===== config.mk =====
export PLATFORM = sky130hd
export DESIGN_NAME = pps_top
export DESIGN_NICKNAME = d
export VERILOG_FILES = /design/src/pps_pkg.sv /design/src/pps_top.sv
export VERILOG_INCLUDE_DIRS = /design/src /design/src/src
export SDC_FILE = /design/constraint.sdc
export NUM_CORES = 1
export LEC_CHECK = 0
export ABC_AREA = 1
export BUFFER_PORTS_ARGS = -buffer_cell sky130_fd_sc_hd__buf_2
export CAP_MARGIN = 20
export CORE_ASPECT_RATIO = 0.75
export CORE_MARGIN = 3
export CORE_UTILIZATION = 25
export DETAILED_ROUTE_END_ITERATION = 10
export PLACE_DENSITY_LB_ADDON = 0.08
export SYNTH_ARGS = -nofsm -noshare
export SYNTH_HDL_FRONTEND = slang
export SYNTH_SLANG_ARGS = --single-unit

===== constraint.sdc =====
create_clock -name clk -period 1.9 [get_ports clk]
set_clock_uncertainty 0.05 [all_clocks]
set_input_delay 0.475 -clock clk [delete_from_list [all_inputs] [get_ports clk]]
set_output_delay 0.475 -clock clk [all_outputs]
set_load 0.01 [all_outputs]

===== src/pps_regs.svh =====
`ifndef PPS_REGS_SVH
`define PPS_REGS_SVH

// Register byte offsets
`define PPS_OFS_FAULT       32'h0000_0000
`define PPS_OFS_CCP_CLK     32'h0000_0004
`define PPS_OFS_UART_ONE    32'h0000_0008
`define PPS_OFS_UART_TWO    32'h0000_000c
`define PPS_OFS_SPI_ONE     32'h0000_0010
`define PPS_OFS_SPI_ONE_SS  32'h0000_0014
`define PPS_OFS_SPI_TWO     32'h0000_0018
`define PPS_OFS_TMR_SS_TWO  32'h0000_001c
`define PPS_OFS_LOGIC_IN    32'h0000_0020

// Register map size
`define PPS_NUM_REGS        9
`define PPS_NUM_FIELDS      18
`define PPS_IDX_LSB         2
`define PPS_IDX_W           4

// Field layout
`define PPS_FIELD_W         6
`define PPS_LO_LSB          0
`define PPS_HI_LSB          8
`define PPS_LANE_W          8
`define PPS_SS_ONE_HI_FIELD 11

// Reset values
`define PPS_FIELD_RST       6'h3f
`define PPS_PIN_RST         64'h0000_0000_0000_0000

// Pins
`define PPS_NUM_PINS        64

// Bus answers
`define PPS_RESP_OKAY       2'h0
`define PPS_RESP_SLVERR     2'h2

`endif


===== src/pps_pkg.sv =====
package pps_pkg;

    typedef logic [5:0]  pps_field_t;
    typedef logic [63:0] pps_pins_t;

    // Pending write held between address and data arrival
    typedef struct packed {
        logic [31:0] addr;
        logic [15:0] data;
        logic [1:0]  strb;
    } pps_wr_s;

    // Routed inputs toward the on-chip peripherals
    typedef struct packed {
        logic fault_a;
        logic fault_b;
        logic ccp_clk_a;
        logic ccp_clk_b;
        logic uart_one_rx;
        logic uart_one_cts;
        logic uart_two_rx;
        logic uart_two_cts;
        logic spi_one_data;
        logic spi_one_clock;
        logic spi_one_select;
        logic spi_two_data;
        logic spi_two_clock;
        logic spi_two_select;
        logic gp_timer_clock;
        logic logic_in_a;
        logic logic_in_b;
    } pps_periph_s;

endpackage : pps_pkg


===== src/pps_top.sv =====
// How it works
// - Fault register high field routes fault B, low field fault A
// - Timer clock register high field routes clock B, low field clock A
// - First UART register: high field clear-to-send, low field receive
// - Second UART register: high field clear-to-send, low field receive
// - First SPI register: high field clock input, low field data input
// - First SPI select register uses only low field; upper bits absent
// - Second SPI register: high field clock input, low field data input
// - High field routes timer external clock, low field second SPI select
// - Logic input register: high field input B, low field input A
// - Bits 15-14 and 7-6 read zero and ignore writes
// - Implemented field bits reset to one and stay read-write
//
// The AXI4-Lite slave port and the address map were left to the implementer.
`timescale 1ns/1ps
`include "pps_regs.svh"

module pps_top
    import pps_pkg::*;
(
    // Clock and reset
    input  wire logic        clk,
    input  wire logic        rst_n,
    // AXI4-Lite write address
    input  wire logic        s_axi_awvalid,
    output logic             s_axi_awready,
    input  wire logic [31:0] s_axi_awaddr,
    input  wire logic [2:0]  s_axi_awprot,
    // AXI4-Lite write data
    input  wire logic        s_axi_wvalid,
    output logic             s_axi_wready,
    input  wire logic [31:0] s_axi_wdata,
    input  wire logic [3:0]  s_axi_wstrb,
    // AXI4-Lite write response
    output logic             s_axi_bvalid,
    input  wire logic        s_axi_bready,
    output logic [1:0]       s_axi_bresp,
    // AXI4-Lite read address
    input  wire logic        s_axi_arvalid,
    output logic             s_axi_arready,
    input  wire logic [31:0] s_axi_araddr,
    input  wire logic [2:0]  s_axi_arprot,
    // AXI4-Lite read data
    output logic             s_axi_rvalid,
    input  wire logic        s_axi_rready,
    output logic [31:0]      s_axi_rdata,
    output logic [1:0]       s_axi_rresp,
    // Remappable device pins
    input  wire pps_pins_t   remappable_io_pin,
    // Routed peripheral inputs
    output pps_periph_s      periph_in
);

////////////////////////////////////////////////////////////////////////////////
// Decoding helpers

    function automatic logic field_impl(input int unsigned idx);
        return idx != `PPS_SS_ONE_HI_FIELD;
    endfunction : field_impl

    function automatic logic addr_hit(input logic [31:0] a);
        return (a[1:0] == 2'h0) &&
               (a[31:2] < 30'(`PPS_NUM_REGS));
    endfunction : addr_hit

    function automatic logic [3:0] addr_idx(input logic [31:0] a);
        return a[`PPS_IDX_LSB +: `PPS_IDX_W];
    endfunction : addr_idx

    function automatic logic field_hit(input logic [31:0] a,
                                       input logic [1:0]  strb,
                                       input int unsigned idx);
        return (addr_idx(a) == 4'(idx / 2)) && field_impl(idx) &&
               strb[idx % 2];
    endfunction : field_hit

    function automatic logic [31:0] pack_word(input pps_field_t hi,
                                              input pps_field_t lo);
        logic [31:0] w;
        w                              = 32'h0000_0000;
        w[`PPS_HI_LSB +: `PPS_FIELD_W] = hi;
        w[`PPS_LO_LSB +: `PPS_FIELD_W] = lo;
        return w;
    endfunction : pack_word

////////////////////////////////////////////////////////////////////////////////
// State

    logic                   aw_held_r;
    logic                   aw_held_nxt;
    logic                   w_held_r;
    logic                   w_held_nxt;
    pps_wr_s                wr_r;
    pps_wr_s                wr_nxt;
    logic                   bvalid_r;
    logic                   bvalid_nxt;
    logic [1:0]             bresp_r;
    logic [1:0]             bresp_nxt;
    logic                   rvalid_r;
    logic                   rvalid_nxt;
    logic [31:0]            rdata_r;
    logic [31:0]            rdata_nxt;
    logic [1:0]             rresp_r;
    logic [1:0]             rresp_nxt;

    pps_field_t             field_r   [`PPS_NUM_FIELDS];
    pps_field_t             field_nxt [`PPS_NUM_FIELDS];

    pps_pins_t              sync1_r;
    pps_pins_t              sync2_r;
    logic [17:0]            periph_r;
    logic [17:0]            periph_nxt;

    logic                   do_wr;
    logic                   wr_ok;
    logic                   aw_take;
    logic                   w_take;
    logic                   ar_take;

////////////////////////////////////////////////////////////////////////////////
// Bus handshakes

    assign s_axi_awready = !aw_held_r && !bvalid_r;
    assign s_axi_wready  = !w_held_r && !bvalid_r;
    assign s_axi_arready = !rvalid_r;
    assign s_axi_bvalid  = bvalid_r;
    assign s_axi_bresp   = bresp_r;
    assign s_axi_rvalid  = rvalid_r;
    assign s_axi_rdata   = rdata_r;
    assign s_axi_rresp   = rresp_r;

    assign aw_take = s_axi_awvalid && s_axi_awready;
    assign w_take  = s_axi_wvalid && s_axi_wready;
    assign ar_take = s_axi_arvalid && s_axi_arready;
    assign do_wr   = aw_held_r && w_held_r;
    assign wr_ok   = addr_hit(wr_r.addr);

////////////////////////////////////////////////////////////////////////////////
// Write path

    always_comb begin
        aw_held_nxt = aw_held_r;
        w_held_nxt  = w_held_r;
        wr_nxt      = wr_r;
        bvalid_nxt  = bvalid_r;
        bresp_nxt   = bresp_r;
        if (aw_take) begin
            aw_held_nxt = 1'b1;
            wr_nxt.addr = s_axi_awaddr;
        end
        if (w_take) begin
            w_held_nxt  = 1'b1;
            wr_nxt.data = s_axi_wdata[15:0];
            wr_nxt.strb = s_axi_wstrb[1:0];
        end
        if (do_wr) begin
            aw_held_nxt = 1'b0;
            w_held_nxt  = 1'b0;
            bvalid_nxt  = 1'b1;
            bresp_nxt   = wr_ok ? `PPS_RESP_OKAY
                                : `PPS_RESP_SLVERR;
        end else if (bvalid_r && s_axi_bready) begin
            bvalid_nxt  = 1'b0;
        end
    end

    always_ff @(posedge clk or negedge rst_n) begin
        if (!rst_n) begin
            aw_held_r <= 1'b0;
            w_held_r  <= 1'b0;
            wr_r      <= '0;
            bvalid_r  <= 1'b0;
            bresp_r   <= `PPS_RESP_OKAY;
        end else begin
            aw_held_r <= aw_held_nxt;
            w_held_r  <= w_held_nxt;
            wr_r      <= wr_nxt;
            bvalid_r  <= bvalid_nxt;
            bresp_r   <= bresp_nxt;
        end
    end

////////////////////////////////////////////////////////////////////////////////
// Select fields

    always_comb begin
        for (int i = 0; i < `PPS_NUM_FIELDS; i++) begin
            field_nxt[i] = field_r[i];
            if (do_wr && wr_ok &&
                field_hit(wr_r.addr, wr_r.strb, i)) begin
                // Bits 7-6 and 15-14 never reach a field
                field_nxt[i] = wr_r.data[(i % 2) * `PPS_LANE_W +:
                                         `PPS_FIELD_W];
            end
        end
    end

    always_ff @(posedge clk or negedge rst_n) begin
        if (!rst_n) begin
            for (int i = 0; i < `PPS_NUM_FIELDS; i++) begin
                field_r[i] <= `PPS_FIELD_RST;
            end
        end else begin
            for (int i = 0; i < `PPS_NUM_FIELDS; i++) begin
                field_r[i] <= field_nxt[i];
            end
        end
    end

////////////////////////////////////////////////////////////////////////////////
// Read path

    always_comb begin
        logic [3:0] idx;
        logic [5:0] lo;
        logic [5:0] hi;
        idx        = addr_idx(s_axi_araddr);
        lo         = '0;
        hi         = '0;
        rvalid_nxt = rvalid_r;
        rdata_nxt  = rdata_r;
        rresp_nxt  = rresp_r;
        if (ar_take) begin
            rvalid_nxt = 1'b1;
            if (addr_hit(s_axi_araddr)) begin
                lo = field_r[{idx, 1'b0}];
                if (field_impl({idx, 1'b1})) begin
                    hi = field_r[{idx, 1'b1}];
                end
                rdata_nxt = pack_word(hi, lo);
                rresp_nxt = `PPS_RESP_OKAY;
            end else begin
                rdata_nxt = 32'h0000_0000;
                rresp_nxt = `PPS_RESP_SLVERR;
            end
        end else if (rvalid_r && s_axi_rready) begin
            rvalid_nxt = 1'b0;
        end
    end

    always_ff @(posedge clk or negedge rst_n) begin
        if (!rst_n) begin
            rvalid_r <= 1'b0;
            rdata_r  <= 32'h0000_0000;
            rresp_r  <= `PPS_RESP_OKAY;
        end else begin
            rvalid_r <= rvalid_nxt;
            rdata_r  <= rdata_nxt;
            rresp_r  <= rresp_nxt;
        end
    end

////////////////////////////////////////////////////////////////////////////////
// Pin synchroniser

    always_ff @(posedge clk or negedge rst_n) begin
        if (!rst_n) begin
            sync1_r <= `PPS_PIN_RST;
            sync2_r <= `PPS_PIN_RST;
        end else begin
            sync1_r <= remappable_io_pin;
            sync2_r <= sync1_r;
        end
    end

////////////////////////////////////////////////////////////////////////////////
// Input routing

    for (genvar g = 0; g < `PPS_NUM_FIELDS; g++) begin : g_route
        if (field_impl(g)) begin : g_on
            assign periph_nxt[g] = sync2_r[field_r[g]];
        end else begin : g_off
            assign periph_nxt[g] = 1'b0;
        end
    end

    always_ff @(posedge clk or negedge rst_n) begin
        if (!rst_n) begin
            periph_r <= 18'h0_0000;
        end else begin
            periph_r <= periph_nxt;
        end
    end

////////////////////////////////////////////////////////////////////////////////
// Peripheral connections

    assign periph_in.fault_a        = periph_r[0];
    assign periph_in.fault_b        = periph_r[1];
    assign periph_in.ccp_clk_a      = periph_r[2];
    assign periph_in.ccp_clk_b      = periph_r[3];
    assign periph_in.uart_one_rx    = periph_r[4];
    assign periph_in.uart_one_cts   = periph_r[5];
    assign periph_in.uart_two_rx    = periph_r[6];
    assign periph_in.uart_two_cts   = periph_r[7];
    assign periph_in.spi_one_data   = periph_r[8];
    assign periph_in.spi_one_clock  = periph_r[9];
    assign periph_in.spi_one_select = periph_r[10];
    assign periph_in.spi_two_data   = periph_r[12];
    assign periph_in.spi_two_clock  = periph_r[13];
    assign periph_in.spi_two_select = periph_r[14];
    assign periph_in.gp_timer_clock = periph_r[15];
    assign periph_in.logic_in_a     = periph_r[16];
    assign periph_in.logic_in_b     = periph_r[17];

endmodule : pps_top


-- Word-level counts from Yosys, hierarchy flattened
Index checks and enable logic that the tools add are counted.
- magnitude comparators: 21
- bitwise logic cells: 2
- eq/ne operators: 9
- reductions and logical operators: 56
- mux-type cells: 52
- operator list (cell ; count):
    6-bit by 7-bit less-than comparator with 1-bit output (second input constant) ; 17
    1-bit binary-select mux with 6-bit select ; 17
    6-bit binary-select mux with 5-bit select ; 2
    30-bit by 4-bit less-than comparator with 1-bit output (second input constant) ; 2
    1-bit logical AND ; 45
    6-bit 2-to-1 mux ; 5
    1-bit 2-to-1 mux ; 25
    4-bit by 3-bit == test with 1-bit output (second input constant) ; 4
    14-bit 2-to-1 mux ; 1
    6-bit greater-or-equal comparator (second input constant) ; 2
    5-bit NOT with 6-bit output ; 2
    4-bit by 2-bit == test with 1-bit output (second input constant) ; 2
    2-bit nonzero test ; 4
    4-bit by 1-bit == test with 1-bit output (second input constant) ; 1
    4-bit == test (second input constant) ; 1
    1-bit logical NOT ; 4
    2-bit logical NOT ; 2
    4-bit logical NOT ; 1
    2-bit 2-to-1 mux ; 2
    4-bit by 3-bit != test with 1-bit output (second input constant) ; 1
- flip-flop bits (word level): 335
- output and inout bits: 58
- input port bits: 177
- logic and storage cells: 170

-- Depth between registers and ports, before layout
Gate-level depths: netlist of run 1.
- word-level depth: 6
- gate-level depth with buffers: 11
- mapped depth without buffers: 9

-- Worst setup path before layout of run 1
No wires, ideal clock.
- kind: input port to flip-flop
- from: input port s_axi_araddr[3]
- to: register rdata_r[2] (netlist: s_axi_rdata[2])
- setup time: 0.118 ns
- path buffers: 2
- stages: 9
- data required time: 1.732 ns
- data arrival time: 1.490 ns
- slack: 0.241 ns
- path through: buf_4 clkinv_1 clkbuf_1 a21oi_1 o21ai_0 o211ai_1 nand2_1 nand4_1 nand2_1
- word-level cells in the longest chain between the ends: 5
- elaborated cells between the ends (all ways): 7
- classes of those cells: order compare: 1; mux: 4; bitwise: 1; reduce/logical: 1
- RTL lines (item ; line ; source):
    start: declaration ; pps_top.sv:41 ; input wire logic [31:0] s_axi_araddr,
    parallel branches: the longest is 4 deep, another holds 30-bit by 4-bit less-than comparator with 1-bit output ; -- ;
    14-bit 2-to-1 mux * ; pps_top.sv:225 ; if (addr_hit(s_axi_araddr)) begin
    end signal: assignment ; pps_top.sv:248 ; rdata_r <= rdata_nxt;
    end: declaration ; pps_top.sv:101 ; logic [31:0] rdata_r;
Mark *: on every way between the ends. The select of a mux whose other input is x is not followed.
A chain may end at the register's enable or synchronous reset.

-- Worst setup path after layout of run 1
- from: register aw_held_r
- to: output port s_axi_awready
- word-level cells in the longest chain between the ends: 2
- RTL lines (item ; line ; source):
    start: declaration ; pps_top.sv:89 ; logic aw_held_r;
    start signal: assignment ; pps_top.sv:175 ; aw_held_r <= aw_held_nxt;
    1-bit logical NOT ; pps_top.sv:123 ; assign s_axi_awready = !aw_held_r && !bvalid_r;
    1-bit logical AND ; pps_top.sv:123 ;
    end: declaration ; pps_top.sv:26 ; output logic s_axi_awready,
Every way passes these cells.

==> metrics, run 1 <==
CP startpoint kind flip-flop; most used cell, CP buf_6; top post-synthesis cells by count nand2_1, nand3_1, dfrtp_1, clkbuf_1, inv_1; layout cell share with drive strength beyond 1 17.1%; leak pwr 0.0137 uW; final worst-path cycle share 95.5%; Ports 235; Layout area overhead 24.9%; hold path depth 2; Max Clock Freq 551 MHz; CTS tree yes; Routed WL 123,000 microns; EDFF count, synth 0; worst-margin pin slew 684 ps; CTS buffer count 40; max-slew violation count 0; Core Footprint 0.0919 sq mm; RSZ-0062 raised after global routing true; Initial Utilization 25.3%; die width 358 microns; antenna violation net count after detailed routing 0; post-place setup slack -40.1 ps; H-tree depth 2; Final Util 31.6%; Site Rows 96; crit-path max FO 3; relative slew slack 54.3%; Die H 270 microns; Die Area 0.0968 sq mm; Distinct cells, synth 33; most numerous cell in the Yosys netlist nand2_1; Avg Inst Size Synth 6.15 sq um; Synth Cell Area 0.0233 sq mm; drt drc 0; crit path cell chain buf_6 -> nor2_4 -> buf_6; fin nets 4,149; Hold Path End wr_r[41]$_DFFE_PN0P_; setup ws final 84.6 ps; HP Class input port to flip-flop; worst r2r path cells 10; Synth async-reset ratio 100%; Starting DRT DRC Count 3,767; reg2reg setup slack 120 ps; max-cap violation count 0; Total GRT Usage 24.7%; Buf+Inv Stages, Crit Path 2; Top FF cell, synth dfrtp_1; CTS clock-pin slew for the worst setup and hold paths 60 ps; Synth Register Bits 311; sequential-to-total area share from yosys stat 34.0%; critical path's slowest cell dfrtp_1; post-DP HPWL 73,800 microns; routed len/inst 23.4 microns; Final Setup Violations 0; kind of end point of the critical path output port; cell family with most CP delay flip-flops; RR Endpoint field_r[61]$_DFFE_PN1P_; Worst Path Arrival 1290 ps; detailed-router iteration count before antenna repair 5; largest net degree at the start of global routing 50; Clock Tree Buf Depth 3; PwrDens 737 mW/mm^2; status complete, no violations; post-synth top area cell nand2_1; first-pass GRT wire length 176,000 microns; routed vias/inst 5.02; I/O Buffers 184; Filler cells 10,100; Gate Count Post-Synth 3,783; Synthesis Warnings 0; hold_sp s_axi_awaddr[23]; Setup CP Type flip-flop to output port; CP required 1370 ps; main area contributors after synthesis nand2_1, dfrtp_1, nand3_1; worst-skew pair later-pin latency 610 ps; Final min period 1820 ps; total gr overflow 0; Yosys top cell area share 26.2%; vias in the first global route 24,300; count of final hold-check violations 0; Final GP Congestion 0.843; initial antenna violation count 4; Worst path max stage delay 390 ps; clk sinks 311; peak supply drop 0.613 mV; Vias 26,300; root buffer cell clkbuf_16; worst reg2reg startpoint w_held_r$_DFFE_PN0P_
## cell families (layout without fill, tap and decap cells)
| kind of cell | Yosys count | after routing | synth area share (%) |
|---|---|---|---|
| other cells | 1 | 23 | 0.0161 |
| buf+inv | 562 | 760 | 10.6 |
| compound gates | 161 | 161 | 3.68 |
| mux | 22 | 22 | 1.07 |
| simple gates | 2726 | 2726 | 50.6 |
| flops | 311 | 311 | 34.0 |
## power by group
group	internal, uW	switching [uW]	total (uW)
clock	4800	3320	8120
combinational	1880	3800	5680
sequential	7310	302	7610
## timing repair
item	in CTS	in global routing
hold endpoints to repair	77	0
pin swaps	0	3
gates resized for setup	8	25
hold buffers	67	0
buffers inserted	2	7
endpoints found under the setup margin	7	82
gates cloned	0	1
## placed cells by master (no fill, tap or decap), drive strengths merged, types with 7 or more instances in the layout
cell         instances
clkinvlp             7
nand3              959
o21ai               95
buf                439
dfrtp              209
nand4               50
dlygate4sd3         67
dfstp              102
nor2                81
nand2             1630
inv                145
clkinv              41
mux2                22
conb                22
clkbuf              57
a21oi               55
## area by class of cell
| class | instances | area, sq um | area share [%] |
|---|---|---|---|
| multi-input combinational | 2931 | 13100 | 45.0 |
| inverter | 181 | 687 | 2.36 |
| antenna | 1 | 2.50 | 0.00862 |
| sequential | 311 | 7910 | 27.2 |
| clock buffer | 56 | 1150 | 3.96 |
| timing repair buffer | 507 | 4470 | 15.4 |
| tap | 1225 | 1530 | 5.28 |
| clock inverter | 16 | 229 | 0.788 |
## flip-flops by register name, indices dropped and copies added, names as in the netlist, 12 cells and up
signal	flops
field_r	102
sync1_r	64
sync2_r	64
wr_r	46
periph_r	17
s_axi_rdata	12
## worst max path at each step
stage / start / to / slack [ps] / depth (start not counted)
floorplan: s_axi_araddr[3] / s_axi_rdata[2]$_DFFE_PN0P_ / 240 / 9
global route: aw_held_r$_DFFE_PN0P_ / s_axi_awready / -9 / 3
CTS: w_held_r$_DFFE_PN0P_ / s_axi_wready / 1 / 3
global placement: wr_r[37]$_DFFE_PN0P_ / field_r[51]$_DFFE_PN1P_ / -10 / 10
finish: aw_held_r$_DFFE_PN0P_ / s_axi_awready / 80 / 3
detailed placement: s_axi_araddr[2] / s_axi_rdata[13]$_DFFE_PN0P_ / -40 / 8
## stage by stage
step / total power (uW) / instance area (sq um) / cells / setup TNS [ps] / hold WS, ps
final: 21400 / 29000 / 5228 / 0 / 64.8
after floorplan: 10100 / 23300 / 3804 / 0 / 129
after detailed placement: 13100 / 26800 / 5078 / -207 / 285
after global placement: 13100 / 26800 / 5078 / -26.5 / 282
after global routing: 22500 / 29000 / 5228 / -9.17 / 29.5
after CTS: 21600 / 28900 / 5219 / 0 / 20.3
## per-layer routing
metal	wire, microns	GRT usage (%)	share of wire (%)
met1	56000	36.1	46
met2	53400	37.2	44
met3	9700	4.14	7.9
met4	3390	6.97	2.8
met5	0	0	0
Note: power is estimated with default switching activity, not from simulation.
==> inputs of run 2 (changes only) <==
Settings changed: ABC_CLOCK_PERIOD_IN_PS from default to 1900, RECOVER_POWER from default to 50, SKIP_LAST_GASP from default to 1.
==> run 2 against run 1 <==
Compared with the run above:
- total power is 0.17% lower
- sequential power about the same
- final cell count is essentially flat
- design area is 0.22% lower
- combinational power hardly changed
- critical path type unchanged
- largest power group unchanged
==> metrics, run 2 (synthesized netlist as in run 1, its figures left out) <==
status complete, no violations; sw frac 34.6% (-0.045 points); CP startpoint kind flip-flop; Total GRT Usage 24.7% (unchanged); initial antenna violation count 4 (unchanged); switching pwr 7400 uW (-0.30%); total gr overflow 0 (unchanged); Setup CP Type flip-flop to output port; H-tree depth 2 (unchanged); commonest non-fill, non-tap cells in the layout nand2_1, nand3_1, dfrtp_1; Die H 270 microns (unchanged); kind of end point of the critical path output port; combinational share of power 26.4% (about the same); PwrDens 738 mW/mm^2 (about the same); first-pass GRT wire length 176,000 microns (unchanged); CTS clock-pin slew for the worst setup and hold paths 60 ps (about the same); count of final hold-check violations 0 (unchanged); Power Total 21,400 uW (-0.17%); CP required 1370 ps (about the same); antenna violation net count after detailed routing 0 (unchanged); max-slew violation count 0 (unchanged); CTS tree yes; Initial Utilization 25.3% (unchanged); layout cell share with drive strength beyond 1 17.0% (-0.050 points); Final min period 1820 ps (+0.0747 ps); Worst Path Arrival 1290 ps (about the same); routed len/inst 23.4 microns (-0.14%); Starting DRT DRC Count 3,769 (+0.053%); vias in the first global route 24,300 (unchanged); peak supply drop 0.612 mV (-0.30%); worst-skew pair later-pin latency 610 ps (about the same); Final Util 31.5% (-0.069 points); detailed-router iteration count before antenna repair 8 (+3); Die Area 0.0968 sq mm (unchanged); Ports 235 (unchanged); die width 358 microns (unchanged); cell-internal power 14,000 uW (-0.10%); Clock Tree Buf Depth 3 (unchanged); Top reg by flops field_r; Max Clock Freq 551 MHz (about the same); Layout area overhead 24.6%; routed vias/inst 5.01 (-0.21%); max-cap violation count 0 (unchanged); I/O Buffers 184 (unchanged); relative slew slack 25.1% (-29 points); largest net degree at the start of global routing 50 (unchanged); Final Setup Violations 0 (unchanged); drt drc 0 (unchanged); final worst-path cycle share 95.5% (about the same); RSZ-0062 raised after global routing true; Vias 26,200 (-0.19%); HP Class input port to flip-flop; Setup Total Neg Slack 0 ps (unchanged); post-DP HPWL 73,800 microns (unchanged); root buffer cell clkbuf_16; CTS buffer count 40 (unchanged); crit-path max FO 3 (unchanged); clock share of power 38.0% (about the same); fin nets 4,149 (unchanged); commonest non-fill, non-tap cell in the layout nand2_1; Largest register FFs 102 (unchanged); clk sinks 311 (unchanged); Routed WL 122,000 microns (-0.12%); worst-margin pin slew 1120 ps (+439 ps); Final GP Congestion 0.843 (unchanged); leak pwr 0.0137 uW (-0.15%); register share of total power 35.6% (about the same); Site Rows 96 (unchanged); Core Footprint 0.0919 sq mm (unchanged); biggest regs field_r x102, sync1_r x64, sync2_r x64; Filler cells 10,100 (+0.040%)
[run 2: changes by cell type in the layout (fill, tap and decap cells not counted)]
cell	delta
buf_12	-2
buf_4	-11
buf_6	+2
buf_8	-1
clkbuf_1	+1
clkbuf_2	+11
diode_2	+1
nand2_1	+1
nand2_2	-1
nand3_2	+1
nand3_4	-1
[run 2: area by class of cell]
cell class / count / area (sq um) / share of cell area (%)
Sequential cell: 311 / 7910 / 27.3
Inverter: 181 / 687 / 2.37
Tap cell: 1225 / 1530 / 5.29
Multi-Input combinational cell: 2931 / 13100 / 45.0
Antenna cell: 2 / 5.00 / 0.0173
Timing Repair Buffer: 507 / 4410 / 15.2
Clock buffer: 56 / 1150 / 3.97
Clock inverter: 16 / 229 / 0.790
[run 2: worst max-delay path, stage by stage, from the launching register on]
cell and delay (ps):
dfrtp_1 390, buf_6 130, nor2_4 80, buf_6 110
[run 2: power groups by stage]
stage | combinational [uW] | clock, uW | sequential, uW
after global placement | 5380 | 0 | 7710
after CTS | 5590 | 8430 | 7610
final | 5650 | 8120 | 7610
after global routing | 6060 | 8710 | 7700
after detailed placement | 5380 | 0 | 7710
after floorplan | 2490 | 0 | 7640
[run 2: repair_timing]
action | CTS | global route
resized for setup | 7 | 24
endpoints found under the setup margin | 7 | 82
hold buffers | 67 | 0
buffers inserted | 2 | 7
gates cloned | 0 | 1
pin swaps | 0 | 3
hold endpoints to repair | 77 | 0
[run 2: worst paths after layout]
check / slack, ps / end / start / cells past startpoint
hold / removal: 60 / wr_r[41]$_DFFE_PN0P_ / s_axi_awaddr[23] / 2
max in group asynchronous: 200 / field_r[56]$_DFFE_PN1P_ / rst_n / 3
hold reg to reg: 290 / sync2_r[55]$_DFF_PN0_ / sync1_r[55]$_DFF_PN0_ / 0
setup reg to reg: 110 / field_r[61]$_DFFE_PN1P_ / wr_r[37]$_DFFE_PN0P_ / 10
min in group asynchronous: 580 / sync2_r[2]$_DFF_PN0_ / rst_n / 2
setup / recovery: 80 / s_axi_awready / aw_held_r$_DFFE_PN0P_ / 3
[run 2: layer usage]
metal	wire length, microns	part of all wire [%]	up-vias	GRT usage [%]
li1	-	-	12500	-
met1	55300	45	12400	36.1
met2	53400	44	1102	37.2
met3	10200	8.3	182	4.14
met4	3530	2.9	0	6.97
met5	0	0	-	0
[run 2: through the flow]
stage	hold WS, ps	std cells	worst slack, ps	cell area (sq um)
after floorplan	129	3804	241	23300
after global placement	282	5078	-10.4	26800
after detailed placement	285	5078	-40.1	26800
after CTS	20.3	5219	-5.55	28900
after global routing	29.5	5228	-19.8	29000
final	64.2	5229	84.6	29000
==> inputs of run 3 (changes only) <==
Settings changed: CELL_PAD_IN_SITES_DETAIL_PLACEMENT from default to 0, CELL_PAD_IN_SITES_GLOBAL_PLACEMENT from default to 1.
==> run 3 against run 2 <==
Compared with the run above:
- register-to-register slack lost 70 ps
- final cell count rose by 1.1%
- count of clock-buffer cells in the layout shrank 5
- fmax down 2.5%
- flip-flop and latch count unchanged
- wire length rose by 6.3%
- critical endpoint is now field_r[63]$_DFFE_PN1P_
- largest cell class unchanged
==> metrics, run 3 (synthesized netlist as in run 1, its figures left out) <==
routed len/inst 24.6 microns (+5.1%); Final Util 32.2% (+0.71 points); crit path cell chain nand2_2 -> nor3_4 -> nand3_4 -> nor2_4 -> buf_12 -> buf_12 -> nand3_4 -> nand2_2 -> o21ai_2; Starting DRT DRC Count 2,910 (-23%); Die Area 0.0968 sq mm (unchanged); RSZ-0062 raised after global routing true; Vias 26,500 (+1.1%); kind of end point of the critical path flip-flop; drt drc 0 (unchanged); relative slew slack 38.3% (+13 points); CP required 2360 ps (+990 ps); crit-path max FO 7 (+4); RR Endpoint field_r[63]$_DFFE_PN1P_; CP startpoint kind flip-flop; max-cap violation count 0 (unchanged); count of final hold-check violations 0 (unchanged); Layout area overhead 27.4%; commonest non-fill, non-tap cells in the layout nand2_1, nand3_1, dfrtp_1; critical path endpoint field_r[63]$_DFFE_PN1P_; Final Non-Filler Cells 5,287 (+1.1%); H-tree depth 2 (unchanged); status complete, no violations; layout cell share with drive strength beyond 1 18.3% (+1.3 points); critical path's slowest cell dfrtp_1; Top reg by flops field_r; Setup CP Type flip-flop to flip-flop; initial antenna violation count 1 (-3); hold slack 65.3 ps (+1.14 ps); HP Class input port to flip-flop; Filler cells 10,100 (+0.16%); Clock Tree Buf Depth 3 (unchanged); commonest non-fill, non-tap cell in the layout nand2_1; biggest regs field_r x102, sync1_r x64, sync2_r x64; CTS clock-pin slew for the worst setup and hold paths 60 ps (about the same); worst r2r path cells 9 (-1); crit path launch w_held_r$_DFFE_PN0P_; reg2reg setup slack 40 ps (-70 ps); Initial Utilization 25.3% (unchanged); die width 358 microns (unchanged); clk sinks 311 (unchanged); Worst path max stage delay 430 ps (+40 ps); max-slew violation count 0 (unchanged); post-route cell area 0.0296 sq mm (+2.2%); leak pwr 0.0140 uW (+2.2%); detailed-router iteration count before antenna repair 6 (-2); Largest register FFs 102 (unchanged); Total GRT Usage 25.9% (+1.2 points); Setup Total Neg Slack 0 ps (unchanged); CTS tree yes; Max Clock Freq 537 MHz (-2.5%); total gr overflow 0 (unchanged); Worst Path Arrival 2320 ps (+1030 ps); CTS buffer count 38 (-5.0%); root buffer cell clkbuf_16; Final GP Congestion 0.861 (+2.1%); Site Rows 96 (unchanged); Routed WL 130,000 microns (+6.3%); placed cell count 5,131 (+1.0%); Ports 235 (unchanged); largest net degree at the start of global routing 62 (+24%); final worst-path cycle share 98.0% (+2.4 points); Final min period 1860 ps (+45.8 ps); PwrDens 715 mW/mm^2 (-3.1%); fin nets 4,209 (+1.4%); I/O Buffers 184 (unchanged); Cell Area, Placed 0.0273 sq mm (+2.1%); post-DP HPWL 84,300 microns (+14%); worst-skew pair later-pin latency 590 ps (-20 ps); antenna violation net count after detailed routing 0 (unchanged); vias in the first global route 24,400 (+0.082%); Die H 270 microns (unchanged); Final Setup Violations 0 (unchanged); first-pass GRT wire length 183,000 microns (+4.2%); Core Footprint 0.0919 sq mm (unchanged); routed vias/inst 5.01 (about the same); worst reg2reg startpoint w_held_r$_DFFE_PN0P_; worst-margin pin slew 926 ps (-197 ps); peak supply drop 0.562 mV (-8.2%)
run 3: report_power, final:
| part | switching, uW | internal, uW | total, uW |
|---|---|---|---|
| clock network | 3220 | 4460 | 7680 |
| logic | 3860 | 1930 | 5790 |
| registers | 407 | 7310 | 7720 |
run 3: worst min path at each step:
stage	from	endpoint	slack, ps	depth (start not counted)
after detailed placement	sync1_r[12]$_DFF_PN0_	sync2_r[12]$_DFF_PN0_	280	0
after CTS	s_axi_awaddr[14]	wr_r[32]$_DFFE_PN0P_	30	2
after global placement	sync1_r[23]$_DFF_PN0_	sync2_r[23]$_DFF_PN0_	280	0
after global routing	s_axi_wstrb[0]	wr_r[0]$_DFFE_PN0P_	40	2
final	s_axi_wstrb[1]	wr_r[1]$_DFFE_PN0P_	70	2
after floorplan	rst_n	aw_held_r$_DFFE_PN0P_	130	0
run 3: worst max-delay path, delay by kind of cell (launching register included):
kind	cells	cell delay [ps]
flops	1	430
buf+inv	2	330
simple gates	6	890
compound gates	1	50
run 3: layer usage:
layer | GRT usage [%] | part of all wire, % | wire [microns] | up-vias
li1 | - | - | - | 12700
met1 | 38.2 | 47 | 60900 | 12800
met2 | 39.9 | 45 | 58100 | 930
met3 | 3.25 | 6.1 | 7910 | 149
met4 | 6.46 | 2.4 | 3180 | 0
met5 | 0 | 0 | 0 | -
run 3: repair_timing:
item / in CTS / in global routing
endpoints found under the hold margin: 101 / 0
pin swaps: 0 / 14
hold buffers: 67 / 0
buffers inserted: 1 / 9
setup endpoints to repair: 3 / 104
cloned: 0 / 9
gates resized for setup: 5 / 56
run 3: cell type report:
cell class                      instances  area, sq um  share of cell area [%]
Sequential cell                       311         7920                    26.7
Clock buffer                           51         1080                    3.65
Antenna cell                            1         2.50                 0.00844
Timing Repair Buffer                  564         5000                    16.9
Inverter                              181          679                    2.29
Tap cell                             1225         1530                    5.17
Multi-Input combinational cell       2936        13200                    44.6
Clock inverter                         18          211                   0.714
run 3: through the flow:
step / total power, uW / worst slack, ps
2_1_floorplan: 10100 / 241
3_3_place_gp: 13300 / -373
3_5_place_dp: 13300 / -321
4_1_cts: 21300 / -8.00
5_1_grt: 22200 / -52.0
6_report: 21200 / 38.8
